<file path="config.mk">
export PLATFORM = sky130hd
export DESIGN_NAME = mlirq_top
export DESIGN_NICKNAME = d
export VERILOG_FILES = /design/src/logic/mlirq_pkg.sv /design/src/logic/mlirq_top.sv
export SDC_FILE = /design/constraint.sdc
export NUM_CORES = 1
export LEC_CHECK = 0
export CORE_UTILIZATION = 58
export CTS_CLUSTER_SIZE = 14
export DETAILED_ROUTE_END_ITERATION = 12
export DONT_BUFFER_PORTS = 1
export PLACE_DENSITY = 0.76
export SLEW_MARGIN = 5
export SYNTH_ARGS = -nofsm -noshare
export SYNTH_HDL_FRONTEND = slang
export SYNTH_SLANG_ARGS = --single-unit
</file>
<file path="constraint.sdc">
create_clock -name CLK_SYS -period 2.1 [get_ports CLK_SYS]
set_input_delay 0.42 -clock CLK_SYS [delete_from_list [all_inputs] [get_ports CLK_SYS]]
set_output_delay 0.42 -clock CLK_SYS [all_outputs]
set_load 0.05 [all_outputs]
</file>
<file path="src/logic/mlirq_pkg.sv">
// Package of offsets, fields, reset values and timing for the monitor interrupt logic
package mlirq_pkg;
    localparam int unsigned AW = 8;
    localparam int unsigned DW = 8;
    // Register offsets
    localparam logic [7:0] OFS_HW_LIMIT_A = 8'h13;
    localparam logic [7:0] OFS_CHANNEL_MODE = 8'h16;
    localparam logic [7:0] OFS_HW_LIMIT_B = 8'h17;
    localparam logic [7:0] OFS_TEMP_HIGH = 8'h39;
    localparam logic [7:0] OFS_TEMP_LOW = 8'h3A;
    localparam logic [7:0] OFS_CONFIG_FIRST = 8'h40;
    localparam logic [7:0] OFS_STATUS_FIRST = 8'h43;
    localparam logic [7:0] OFS_STATUS_SECOND = 8'h44;
    localparam logic [7:0] OFS_INTRUSION_RST = 8'h46;
    localparam logic [7:0] OFS_CONFIG_SECOND = 8'h4A;
    localparam logic [7:0] OFS_MIRROR_FIRST = 8'h4C;
    localparam logic [7:0] OFS_MIRROR_SECOND = 8'h4D;
    // Reset values
    localparam logic [7:0] RST_HW_LIMIT = 8'h7F;
    localparam logic [7:0] RST_TEMP_HIGH = 8'h7F;
    localparam logic [7:0] RST_TEMP_LOW = 8'h80;
    localparam logic [7:0] RST_CHANNEL_MODE = 8'h80;
    localparam logic [7:0] RST_CONFIG = 8'h00;
    localparam logic [7:0] RST_MASK = 8'h00;
    localparam logic [7:0] RST_STATUS = 8'h00;
    // Configuration register 1 fields
    localparam int unsigned CF1_INT_ENABLE = 1;
    localparam int unsigned CF1_INT_CLEAR = 3;
    // Configuration register 2 fields
    localparam int unsigned CF2_THERMAL_MASK = 0;
    localparam int unsigned CF2_LOCK_A = 1;
    localparam int unsigned CF2_REQ_EN_LO = 4;
    // Channel mode fields
    localparam int unsigned CM_REQ_BLOCK_OFF = 7;
    localparam int unsigned CM_REQ_EN_LO = 0;
    // Intrusion reset control field
    localparam int unsigned IR_PULSE = 7;
    // Second status register fields
    localparam int unsigned ST2_INT_TEMP = 0;
    localparam int unsigned ST2_EXT_TEMP = 1;
    localparam int unsigned ST2_OVERTEMP_IN = 2;
    localparam int unsigned ST2_CASE_OPEN = 3;
    // Request inputs: low ones active low, the rest active high
    localparam int unsigned REQ_LOW_COUNT = 3;
    localparam int unsigned REQ_COUNT = 5;
    // Timing
    localparam longint unsigned CLK_HZ = 20000000;
    localparam longint unsigned CASE_RST_TIME_MS = 20;
    localparam longint unsigned CASE_RST_CYCLES_DEF = (CASE_RST_TIME_MS * CLK_HZ + 999) / 1000;
    localparam logic [7:0] DAC_FULL_SCALE = 8'hFF;
endpackage

</file>
<file path="src/logic/mlirq_top.sv">
// Interrupt aggregation, status capture and pin control of the hardware monitor
// Behaviour
// Intrusion-reset bit pulls case-open low 20 ms
// External overtemp pull sets its status bit
// External overtemp pull forces DAC full scale
// Enabled low-active requests 0-2 assert interrupt
// High-active requests need mode and config2 enable
// Software identifies requests via voltage-id bits
// Other sources recorded in two status registers
// Overtemp output uses temperature comparisons only
// Request block on when mode bit7 zero
// Clear bit deasserts and blocks interrupt
// Status at 43h/44h, mirrors 4Ch/4Dh, masked
// Conversion end sets out-of-limit voltage/fan bits
// Unmasked set status bit asserts interrupt
// Status read clears bits and interrupt
// Still out of limits sets again
// Status stays set after quantity recovers
// Internal temp compared to high/low limits
// Internal temp compared to hardware limits
// Temperature crossing out of range sets status
// Persistent temperature error raises no new interrupt
// Opposite crossing or reprogrammed limit re-arms
// Clear bit halts the conversion loop
// Interrupt output driven only when enabled
// Interrupt is OR of all qualified sources
module mlirq_top #(
    parameter longint unsigned CASE_RST_CYCLES = mlirq_pkg::CASE_RST_CYCLES_DEF,
    parameter int unsigned VF_COUNT = 8
) (
    input wire logic CLK_SYS, // 20 MHz system clock
    input wire logic SYS_RST, // Synchronous reset, active high
    input wire logic CLK_EN, // Freezes all state while low
    input wire logic [mlirq_pkg::AW-1:0] REG_ADDR, // Register index from the serial interface
    input wire logic [mlirq_pkg::DW-1:0] REG_WDATA, // Write data
    input wire logic REG_WR, // Write strobe, one cycle
    input wire logic REG_RD, // Read strobe, one cycle
    output logic [mlirq_pkg::DW-1:0] REG_RDATA, // Read data, valid cycle after strobe
    input wire logic CONV_DONE, // Pulse at end of round-robin conversion cycle
    input wire logic [VF_COUNT-1:0] VF_OUT_OF_LIMIT, // Voltage/fan comparison errors
    input wire logic [7:0] INT_TEMP, // Internal temperature, two's complement
    input wire logic EXT_TEMP_OUT_OF_LIMIT, // External temperature high/low error
    input wire logic EXT_TEMP_HW_ERR, // External temperature hardware limit error
    input wire logic CASE_OPEN_I, // Case-open line level
    output logic CASE_OPEN_O, // Case-open drive level, always low
    output logic CASE_OPEN_OE, // Case-open drive enable
    input wire logic OVERTEMP_LINE_N_I, // Overtemp line level
    input wire logic OVERTEMP_DRIVE, // Our overtemp output currently active
    input wire logic [mlirq_pkg::REQ_COUNT-1:0] EXT_REQUEST_INPUTS, // External requests
    input wire logic [7:0] DAC_SETTING, // Programmed fan DAC value
    output logic [7:0] DAC_OUT, // Value to the fan DAC
    output logic INT_N_O, // Interrupt level, active low
    output logic INT_N_OE, // Interrupt drive enable
    output logic CONV_HALT // Stops the monitoring loop
);
    import mlirq_pkg::*;

    localparam int unsigned CNT_W = $clog2(CASE_RST_CYCLES + 1);
    localparam logic [CNT_W-1:0] CNT_LAST = CNT_W'(CASE_RST_CYCLES - 1);

    logic [7:0] hw_limit_a_q;
    logic [7:0] hw_limit_b_q;
    logic [7:0] chan_mode_q;
    logic [7:0] temp_high_q;
    logic [7:0] temp_low_q;
    logic [7:0] cfg1_q;
    logic [7:0] cfg2_q;
    logic [7:0] mask1_q;
    logic [7:0] mask2_q;
    logic [7:0] status1_q;
    logic [7:0] status1_d;
    logic [7:0] status2_q;
    logic [7:0] status2_d;
    logic [VF_COUNT-1:0] vf_err;
    logic case_pulse_q;
    logic [CNT_W-1:0] case_cnt_q;
    logic [1:0] zone_q;
    logic [1:0] zone_d;
    logic temp_rearm_q;
    logic temp_pend_q;
    logic ext_temp_prev_q;
    logic ext_pend_q;
    logic ovt_prev_q;
    logic hw_err_q;
    logic ext_pull;
    logic conv_evt;
    logic wr_ok;
    logic rd_st1;
    logic rd_st2;
    logic temp_out;
    logic temp_fresh;
    logic ext_fresh;
    logic [REQ_COUNT-1:0] req_active;
    logic [REQ_COUNT-1:0] req_enable;
    logic int_active;

    function automatic logic hit(input logic [7:0] addr, input logic [7:0] ofs);
        hit = (addr == ofs);
    endfunction

    // Zone code: 0 inside, 1 above high, 2 below low
    function automatic logic [1:0] zone_of(input logic [7:0] t, input logic [7:0] hi,
                                           input logic [7:0] lo);
        if ($signed(t) > $signed(hi))
        begin
            zone_of = 2'b01;
        end
        else if ($signed(t) < $signed(lo))
        begin
            zone_of = 2'b10;
        end
        else
        begin
            zone_of = 2'b00;
        end
    endfunction

    assign wr_ok = CLK_EN & REG_WR;
    assign rd_st1 = CLK_EN & REG_RD & hit(REG_ADDR, OFS_STATUS_FIRST);
    assign rd_st2 = CLK_EN & REG_RD & hit(REG_ADDR, OFS_STATUS_SECOND);
    // Conversion ends are ignored while the loop is halted
    assign conv_evt = CLK_EN & CONV_DONE & ~cfg1_q[CF1_INT_CLEAR];
    // An external pull is only visible while our own driver is idle
    assign ext_pull = ~OVERTEMP_LINE_N_I & ~OVERTEMP_DRIVE;
    assign vf_err = VF_OUT_OF_LIMIT;
    assign zone_d = zone_of(INT_TEMP, temp_high_q, temp_low_q);
    assign temp_out = (zone_d != 2'b00);
    // New event on leaving range, crossing to the other side, or after a limit rewrite
    assign temp_fresh = temp_out & ((zone_d != zone_q) | temp_rearm_q);
    assign ext_fresh = EXT_TEMP_OUT_OF_LIMIT & ~ext_temp_prev_q;

    genvar gi;
    generate
        for (gi = 0; gi < REQ_COUNT; gi = gi + 1)
        begin : g_req
            if (gi < REQ_LOW_COUNT)
            begin : g_low
                assign req_active[gi] = ~EXT_REQUEST_INPUTS[gi];
                assign req_enable[gi] = chan_mode_q[CM_REQ_EN_LO + gi];
            end
            else
            begin : g_high
                assign req_active[gi] = EXT_REQUEST_INPUTS[gi];
                assign req_enable[gi] = chan_mode_q[CM_REQ_EN_LO + gi]
                    & cfg2_q[CF2_REQ_EN_LO + gi - REQ_LOW_COUNT];
            end
        end
    endgenerate

    // Plain configuration registers
    always_ff @(posedge CLK_SYS)
    begin
        if (SYS_RST)
        begin
            hw_limit_a_q <= RST_HW_LIMIT;
            hw_limit_b_q <= RST_HW_LIMIT;
            chan_mode_q <= RST_CHANNEL_MODE;
            temp_high_q <= RST_TEMP_HIGH;
            temp_low_q <= RST_TEMP_LOW;
            cfg1_q <= RST_CONFIG;
            cfg2_q <= RST_CONFIG;
            mask1_q <= RST_MASK;
            mask2_q <= RST_MASK;
        end
        else if (wr_ok)
        begin
            // Limit A is write-protected once locked; only reset unlocks it
            if (hit(REG_ADDR, OFS_HW_LIMIT_A) && !cfg2_q[CF2_LOCK_A])
                hw_limit_a_q <= REG_WDATA;
            if (hit(REG_ADDR, OFS_HW_LIMIT_B))
                hw_limit_b_q <= REG_WDATA;
            if (hit(REG_ADDR, OFS_CHANNEL_MODE))
                chan_mode_q <= REG_WDATA;
            if (hit(REG_ADDR, OFS_TEMP_HIGH))
                temp_high_q <= REG_WDATA;
            if (hit(REG_ADDR, OFS_TEMP_LOW))
                temp_low_q <= REG_WDATA;
            if (hit(REG_ADDR, OFS_CONFIG_FIRST))
                cfg1_q <= REG_WDATA;
            if (hit(REG_ADDR, OFS_CONFIG_SECOND))
                cfg2_q <= REG_WDATA | (cfg2_q & (8'h01 << CF2_LOCK_A));
            // Writes to the status offsets land in the masks
            if (hit(REG_ADDR, OFS_STATUS_FIRST))
                mask1_q <= REG_WDATA;
            if (hit(REG_ADDR, OFS_STATUS_SECOND))
                mask2_q <= REG_WDATA;
        end
    end

    // Status capture: a set in the clearing cycle wins over the read clear
    always_comb
    begin
        status1_d = status1_q;
        status2_d = status2_q;
        if (rd_st1)
            status1_d = RST_STATUS;
        if (rd_st2)
            status2_d = RST_STATUS;
        if (conv_evt)
        begin
            status1_d[VF_COUNT-1:0] = status1_d[VF_COUNT-1:0] | vf_err;
            status2_d[ST2_INT_TEMP] = status2_d[ST2_INT_TEMP] | temp_out;
            status2_d[ST2_EXT_TEMP] = status2_d[ST2_EXT_TEMP] | EXT_TEMP_OUT_OF_LIMIT;
            status2_d[ST2_CASE_OPEN] = status2_d[ST2_CASE_OPEN] | CASE_OPEN_I;
            status2_d[ST2_OVERTEMP_IN] = status2_d[ST2_OVERTEMP_IN] | ext_pull;
        end
        if (CLK_EN && ext_pull && !ovt_prev_q)
            status2_d[ST2_OVERTEMP_IN] = 1'b1;
    end

    always_ff @(posedge CLK_SYS)
    begin
        if (SYS_RST)
        begin
            status1_q <= RST_STATUS;
            status2_q <= RST_STATUS;
            ovt_prev_q <= 1'b0;
        end
        else if (CLK_EN)
        begin
            status1_q <= status1_d;
            status2_q <= status2_d;
            ovt_prev_q <= ext_pull;
        end
    end

    // Temperature interrupt pending bits: the status bit re-sets every conversion,
    // but a new interrupt only follows a fresh crossing or, for the internal temperature, a limit rewrite
    always_ff @(posedge CLK_SYS)
    begin
        if (SYS_RST)
        begin
            zone_q <= 2'b00;
            temp_rearm_q <= 1'b0;
            temp_pend_q <= 1'b0;
            ext_temp_prev_q <= 1'b0;
            ext_pend_q <= 1'b0;
            hw_err_q <= 1'b0;
        end
        else if (CLK_EN)
        begin
            if (conv_evt)
            begin
                zone_q <= zone_d;
                ext_temp_prev_q <= EXT_TEMP_OUT_OF_LIMIT;
                // Hardware limit errors bypass status and are not read-clearable
                hw_err_q <= ($signed(INT_TEMP) > $signed(hw_limit_a_q))
                    | ($signed(INT_TEMP) > $signed(hw_limit_b_q))
                    | EXT_TEMP_HW_ERR;
            end
            if (wr_ok && (hit(REG_ADDR, OFS_TEMP_HIGH) || hit(REG_ADDR, OFS_TEMP_LOW)))
                temp_rearm_q <= 1'b1;
            else if (conv_evt)
                temp_rearm_q <= 1'b0;
            if (conv_evt && temp_fresh)
                temp_pend_q <= 1'b1;
            else if (rd_st2)
                temp_pend_q <= 1'b0;
            if (conv_evt && ext_fresh)
                ext_pend_q <= 1'b1;
            else if (rd_st2)
                ext_pend_q <= 1'b0;
        end
    end

    // Combine all qualified sources into one interrupt level
    always_comb
    begin
        logic thermal_ok;
        logic [7:0] st2_int;
        thermal_ok = ~cfg2_q[CF2_THERMAL_MASK];
        st2_int = status2_q;
        st2_int[ST2_INT_TEMP] = temp_pend_q;
        st2_int[ST2_EXT_TEMP] = ext_pend_q;
        st2_int[ST2_OVERTEMP_IN] = status2_q[ST2_OVERTEMP_IN] & thermal_ok;
        st2_int[ST2_INT_TEMP] = st2_int[ST2_INT_TEMP] & thermal_ok;
        st2_int[ST2_EXT_TEMP] = st2_int[ST2_EXT_TEMP] & thermal_ok;
        int_active = (|(status1_q & ~mask1_q))
            | (|(st2_int & ~mask2_q))
            | (hw_err_q & thermal_ok)
            | (~chan_mode_q[CM_REQ_BLOCK_OFF] & (|(req_active & req_enable)));
        int_active = int_active & ~cfg1_q[CF1_INT_CLEAR];
    end

    // Case-open reset pulse; the control bit reads back set until it ends
    always_ff @(posedge CLK_SYS)
    begin
        if (SYS_RST)
        begin
            case_pulse_q <= 1'b0;
            case_cnt_q <= '0;
        end
        else if (CLK_EN)
        begin
            if (case_pulse_q)
            begin
                if (case_cnt_q == CNT_LAST)
                    case_pulse_q <= 1'b0;
                case_cnt_q <= case_cnt_q + CNT_W'(1);
            end
            else if (wr_ok && hit(REG_ADDR, OFS_INTRUSION_RST) && REG_WDATA[IR_PULSE])
            begin
                case_pulse_q <= 1'b1;
                case_cnt_q <= '0;
            end
        end
    end

    // Registered pin outputs
    always_ff @(posedge CLK_SYS)
    begin
        if (SYS_RST)
        begin
            CASE_OPEN_O <= 1'b0;
            CASE_OPEN_OE <= 1'b0;
            DAC_OUT <= DAC_FULL_SCALE;
            INT_N_O <= 1'b1;
            INT_N_OE <= 1'b0;
            CONV_HALT <= 1'b0;
        end
        else if (CLK_EN)
        begin
            CASE_OPEN_O <= 1'b0;
            CASE_OPEN_OE <= case_pulse_q;
            DAC_OUT <= ext_pull ? DAC_FULL_SCALE : DAC_SETTING;
            INT_N_O <= ~int_active;
            INT_N_OE <= cfg1_q[CF1_INT_ENABLE];
            CONV_HALT <= cfg1_q[CF1_INT_CLEAR];
        end
    end

    // Register read port; mirrors return status without clearing
    always_ff @(posedge CLK_SYS)
    begin
        if (SYS_RST)
        begin
            REG_RDATA <= 8'h00;
        end
        else if (CLK_EN && REG_RD)
        begin
            case (REG_ADDR)
                OFS_HW_LIMIT_A: REG_RDATA <= hw_limit_a_q;
                OFS_CHANNEL_MODE: REG_RDATA <= chan_mode_q;
                OFS_HW_LIMIT_B: REG_RDATA <= hw_limit_b_q;
                OFS_TEMP_HIGH: REG_RDATA <= temp_high_q;
                OFS_TEMP_LOW: REG_RDATA <= temp_low_q;
                OFS_CONFIG_FIRST: REG_RDATA <= cfg1_q;
                OFS_STATUS_FIRST: REG_RDATA <= status1_q;
                OFS_STATUS_SECOND: REG_RDATA <= status2_q;
                OFS_INTRUSION_RST: REG_RDATA <= {case_pulse_q, 7'h00};
                OFS_CONFIG_SECOND: REG_RDATA <= cfg2_q;
                OFS_MIRROR_FIRST: REG_RDATA <= status1_q;
                OFS_MIRROR_SECOND: REG_RDATA <= status2_q;
                default: REG_RDATA <= 8'h00;
            endcase
        end
    end
endmodule

</file>
**Word-level counts from Yosys, hierarchy flattened**

Cells that the tools add are included.

- Flip-flop bits (word level): 132
- Input port bits: 56
- Output and inout port bits: 21
- Logic and storage cells: 144

- Add/sub/neg operators: 1
- Magnitude comparators: 4
- Equal/unequal tests: 14
- Multiplexer cells: 19
- Bitwise operators: 44
- Reduce and logical (&&, ||, !) cells: 36

Operator list:

| cell | count |
|---|---|
| $pmux W8 S10 | 1 |
| $eq A8 B7 Y1 const B | 7 |
| $mux W19 | 2 |
| $reduce_and A2 Y1 | 14 |
| $eq A8 B5 Y1 const B | 3 |
| $gt A8 B8 Y1 | 3 |
| $mux W8 | 3 |
| $add A19 B1 Y19 const B | 1 |
| $eq A19 B19 Y1 const B | 1 |
| $and A1 B1 Y1 | 17 |
| $eq A8 B6 Y1 const B | 2 |
| $not A8 Y8 | 2 |
| $reduce_or A8 Y1 | 2 |
| $not A1 Y1 | 10 |
| $or A1 B1 Y1 | 10 |
| $reduce_bool A2 Y1 | 5 |
| $logic_and A1 B1 Y1 | 9 |
| $mux W1 | 9 |
| $and A4 B8 Y8 | 1 |
| $and A8 B8 Y8 | 1 |
| $lt A8 B8 Y1 | 1 |
| $mux W4 | 2 |
| $or A8 B2 Y8 | 1 |
| $or A8 B8 Y8 | 1 |
| 7 further kinds | 10 |

**Logic depth before layout (Yosys ltp)**

- Depth after elaboration: 9
- Mapped depth: 9
- Gate-level depth less buffers: 8

**Worst setup path before layout**

OpenSTA, ideal clock, no wires.

- Path type: input to register
- Start point: input port REG_ADDR[5] in the netlist's numbering
- End point: register chan_mode_q[7]
- Library setup time: 0.120 ns
- Arrival: 2.049 ns
- Data required time: 1.980 ns
- Path slack: -0.069 ns
- Stages on the path: 6
- Path buffers: 1
- Path through: or4b_1 buf_4 or2_4 nor3_4 nor2b_1 a211o_1

- Cells in the longest elaborated chain, start to end: 2

RTL lines:

| what | line | text |
|---|---|---|
| start: declaration | mlirq_top.sv:34 | `input wire logic [mlirq_pkg::AW-1:0] REG_ADDR,` |
| $eq A8 B5 Y1 | mlirq_top.sv:98 | `hit = (addr == ofs);` |
| $reduce_and A2 Y1 (no source line) | - |  |
| end signal: assignment | mlirq_top.sv:157 | `chan_mode_q <= RST_CHANNEL_MODE;` |
| end signal: assignment | mlirq_top.sv:173 | `chan_mode_q <= REG_WDATA;` |
| end: declaration | mlirq_top.sv:63 | `logic [7:0] chan_mode_q;` |

No other way between the ends.
A chain may end at the register's enable or synchronous reset.

**Worst setup path after layout**

- Start point: register temp_high_q[6]
- End point: register temp_pend_q

- Cells in the longest elaborated chain, start to end: 8
- Elaborated cells on any way between the ends: 10
- Those cells by class: 1 x order compare; 1 x eq/ne; 2 x mux; 2 x bitwise; 4 x reduce/logical

RTL lines:

| what | line | text |
|---|---|---|
| start: declaration | mlirq_top.sv:64 | `logic [7:0] temp_high_q;` |
| start signal: assignment | mlirq_top.sv:158 | `temp_high_q <= RST_TEMP_HIGH;` |
| start signal: assignment | mlirq_top.sv:175 | `temp_high_q <= REG_WDATA;` |
| $gt A8 B8 Y1 * | mlirq_top.sv:104 | `if ($signed(t) > $signed(hi))` |
| $mux W2 * | mlirq_top.sv:104 |  |
| $ne A2 B2 Y1 | mlirq_top.sv:129 | `assign temp_fresh = temp_out & ((zone_d != zone_q) \| temp_rearm_q);` |
| $or A1 B1 Y1 | mlirq_top.sv:129 |  |
| $and A1 B1 Y1 * | mlirq_top.sv:129 |  |
| $logic_and A1 B1 Y1 * | mlirq_top.sv:255 | `if (conv_evt && temp_fresh)` |
| $reduce_bool A2 Y1 (no source line) | - |  |
| $reduce_and A2 Y1 (no source line) | - |  |
| end signal: assignment | mlirq_top.sv:235 | `temp_pend_q <= 1'b0;` |
| end signal: assignment | mlirq_top.sv:256 | `temp_pend_q <= 1'b1;` |
| end signal: assignment | mlirq_top.sv:258 | `temp_pend_q <= 1'b0;` |
| end: declaration | mlirq_top.sv:80 | `logic temp_pend_q;` |

Mark *: on every way between the ends. The rest lies on a longest branch, timed or not.

==> impl_metrics.tcl <==
set metrics [dict create \
    numCtsBuffers 17 \
    fin_crit_sh 0.967 \
    cts.path.max_buffers 2 \
    critPathRequiredTime_ns 2.39 \
    outcome "finished clean" \
    dp.cells 907 \
    cts_max_level 4 \
    drtIter0Drc 587 \
    hpwl_um 13400 \
    fp.dieArea_um2 11900 \
    dr_total_vias 5981 \
    avgRoutedWirePerCell_um 20.4 \
    cp-end-kind "register" \
    ys_async_sr_fraction 0 \
    die_width_um 109 \
    whs_ns 0.0862 \
    wl_um 19100 \
    port_buffers 0 \
    final_net_count 874 \
    maxSlewHeadroom 0.578 \
    power_w 0.00583 \
    path_max_fanout 3 \
    hold_class "input port to register" \
    start_util 0.604 \
    power.density_nw_per_um2 770 \
    grt_pass1_vias 5576 \
    via_per_inst 6.37 \
    area_growth_pct 14.2 \
    synth_nets 862 \
    synth_cells 774 \
    fmaxAchievable_mhz 493 \
    rows 38 \
    worstMarginPinSlew_ns 0.632 \
    clockRootBuffer "clkbuf_16" \
    cts_sinks 128 \
    grt_pass1_wl_um 28500 \
    rsz0062_at_grt "false" \
    drc 0 \
    grt_max_degree 124 \
    ir_worst_vdd_mv 0.618 \
    ios 77 \
    core_area_um2 11000 \
    dpl_worst_slack_ns -0.106 \
    synth_area_um2 6640 \
    cp.arrival_ns 2.32 \
    yosys.cell_types.count 68 \
    ys_warn_count 0 \
    avgSynthCellArea_um2 8.57 \
    die_h_um 109 \
    antenna_violating_nets_post_route 0 \
    grt.total_usage 0.322 \
    finalSetupViolCount 0 \
    diodes 0 \
    p_leak_nw 2.95 \
    synth_edf_count 0 \
    setup_ws_ns 0.0696 \
    cp-start-kind "register" \
    fin_crit_ns 2.03 \
    slew_violations 0 \
    cts_tree "built" \
    antenna_found_initial 0 \
    drv_cap 0 \
    finalInstanceArea_um2 7580 \
    clkSlewWorstSetupHoldPaths_ns 0.06 \
    criticalPathCategory "register to register" \
    cts_setup_buffers 0 \
    seq_area_frac_synth 0.386 \
    drtPass1Iterations 5 \
    gr-total-overflow 0 \
    fin_cells 939 \
    skew_ns 0.00607 \
    layout-drive-gt1-share 0.124 \
    place_congestion 0.911 \
    place_area_um2 6920 \
    clock_latency_ns 0.41 \
    synth_seq_cells 128 \
    yosys_most_used_dff "dfxtp_1" \
    finalHoldViolCount 0 \
]
==> what timing repair did <==
item / 4_1_cts / 5_1_grt
setup endpoints to repair: 1 / 4
hold buffers: 0 / 0
pin swaps: 1 / 0
gates resized for setup: 1 / 8
==> final cells by class <==
| cell class | count | area, um2 |
|---|---|---|
| Fill cell | 852 | 3400 |
| Sequential cell | 128 | 2560 |
| Clock buffer | 23 | 488 |
| Timing Repair Buffer | 40 | 300 |
| Multi-Input combinational cell | 551 | 3740 |
| Clock inverter | 9 | 130 |
| Inverter | 48 | 180 |
| Tap cell | 140 | 175 |
==> layer usage <==
layer	global-route usage	routed length, um
met1	0.415	8130
met2	0.522	8970
met3	0.0658	1440
met4	0.133	601
met5	0	0
==> path summary, 6_finish.rpt <==
kind | start | endpoint | slack [ns] | cells after the start
setup / recovery | temp_high_q[6] | temp_pend_q | 0.07 | 7
hold / removal | SYS_RST | case_cnt_q[14] | 0.09 | 1
setup reg to reg | temp_high_q[6] | temp_pend_q | 0.07 | 7
hold reg to reg | ext_temp_prev_q | ext_temp_prev_q | 0.45 | 2
==> flip-flops by register name, indices dropped and copies added, names as in the netlist, 2 cells and up <==
register and cells:
DAC_OUT 8, REG_RDATA 8, case_cnt_q 19, cfg1_q 8, cfg2_q 8, chan_mode_q 8, hw_limit_a_q 8, hw_limit_b_q 8
mask1_q 8, mask2_q 4, status1_q 8, status2_q 4, temp_high_q 8, temp_low_q 8, zone_q 2
==> worst max-delay path, stage by stage, from the launching register on <==
cell and delay, ns:
dfxtp_1 0.35, inv_1 0.07, ha_1 0.35, nand4_1 0.16
a21o_1 0.19, a221oi_2 0.36, a2111oi_2 0.07, a221o_1 0.36
==> report_power, final <==
group / internal [W] / total (W) / switching (W)
combinational: 0.000124 / 0.000272 / 0.000148
clock: 0.00199 / 0.00303 / 0.00104
sequential: 0.00246 / 0.00253 / 0.0000674
==> per-stage QoR <==
step	utilization	setup TNS [ns]
3_5_place_dp	0.630	-0.534
2_1_floorplan	-	-0.0514
3_3_place_gp	0.630	-0.197
4_1_cts	0.686	0
6_report	0.690	0
5_1_grt	0.690	0
==> synth_stat cells, types with 7 or more instances <==
master / number / area [um2]
inv_1: 48 / 180
mux2i_1: 61 / 611
nor2b_1: 14 / 87.6
a22oi_1: 17 / 128
clkbuf_1: 36 / 135
nor3_1: 13 / 65.1
a21oi_1: 59 / 295
nand2_1: 51 / 191
dfxtp_1: 128 / 2560
nand4_1: 12 / 75.1
a311o_1: 7 / 70.1
a311oi_1: 7 / 61.3
buf_2: 7 / 35.0
o21ai_0: 14 / 70.1
ha_1: 32 / 400
a211o_1: 19 / 166
nand3_1: 26 / 130
nor2_1: 115 / 432
==> cells in the final DEF, fill, tap and decap left out, drive strengths merged, types with 6 or more instances in the layout <==
cell,netlist,final
nand3,27,27
nand2b,6,6
dfxtp,128,128
nor2b,14,14
a311oi,7,7
nor2,117,117
a21oi,59,59
nor3,15,15
nor4,7,7
ha,32,32
a22oi,17,17
a221oi,6,6
o21ai,14,14
mux2i,61,61
a311o,7,7
nand4,12,12
inv,48,48
buf,11,40
nand2,51,51
a211o,19,19
clkbuf,36,23
==> cell families (layout without fill, tap and decap cells) <==
| kind of cell | count (synthesis) | in the layout | share of synthesized area |
|---|---|---|---|
| fa+ha+maj | 32 | 32 | 0.0603 |
| compound gates | 176 | 176 | 0.186 |
| xor+xnor | 4 | 4 | 0.00528 |
| mux | 64 | 64 | 0.0971 |
| other cells | 1 | 1 | 0.000565 |
| flops | 128 | 128 | 0.386 |
| buf+inv | 95 | 120 | 0.0579 |
| simple gates | 274 | 274 | 0.207 |
(Power assumes the default switching activity.)
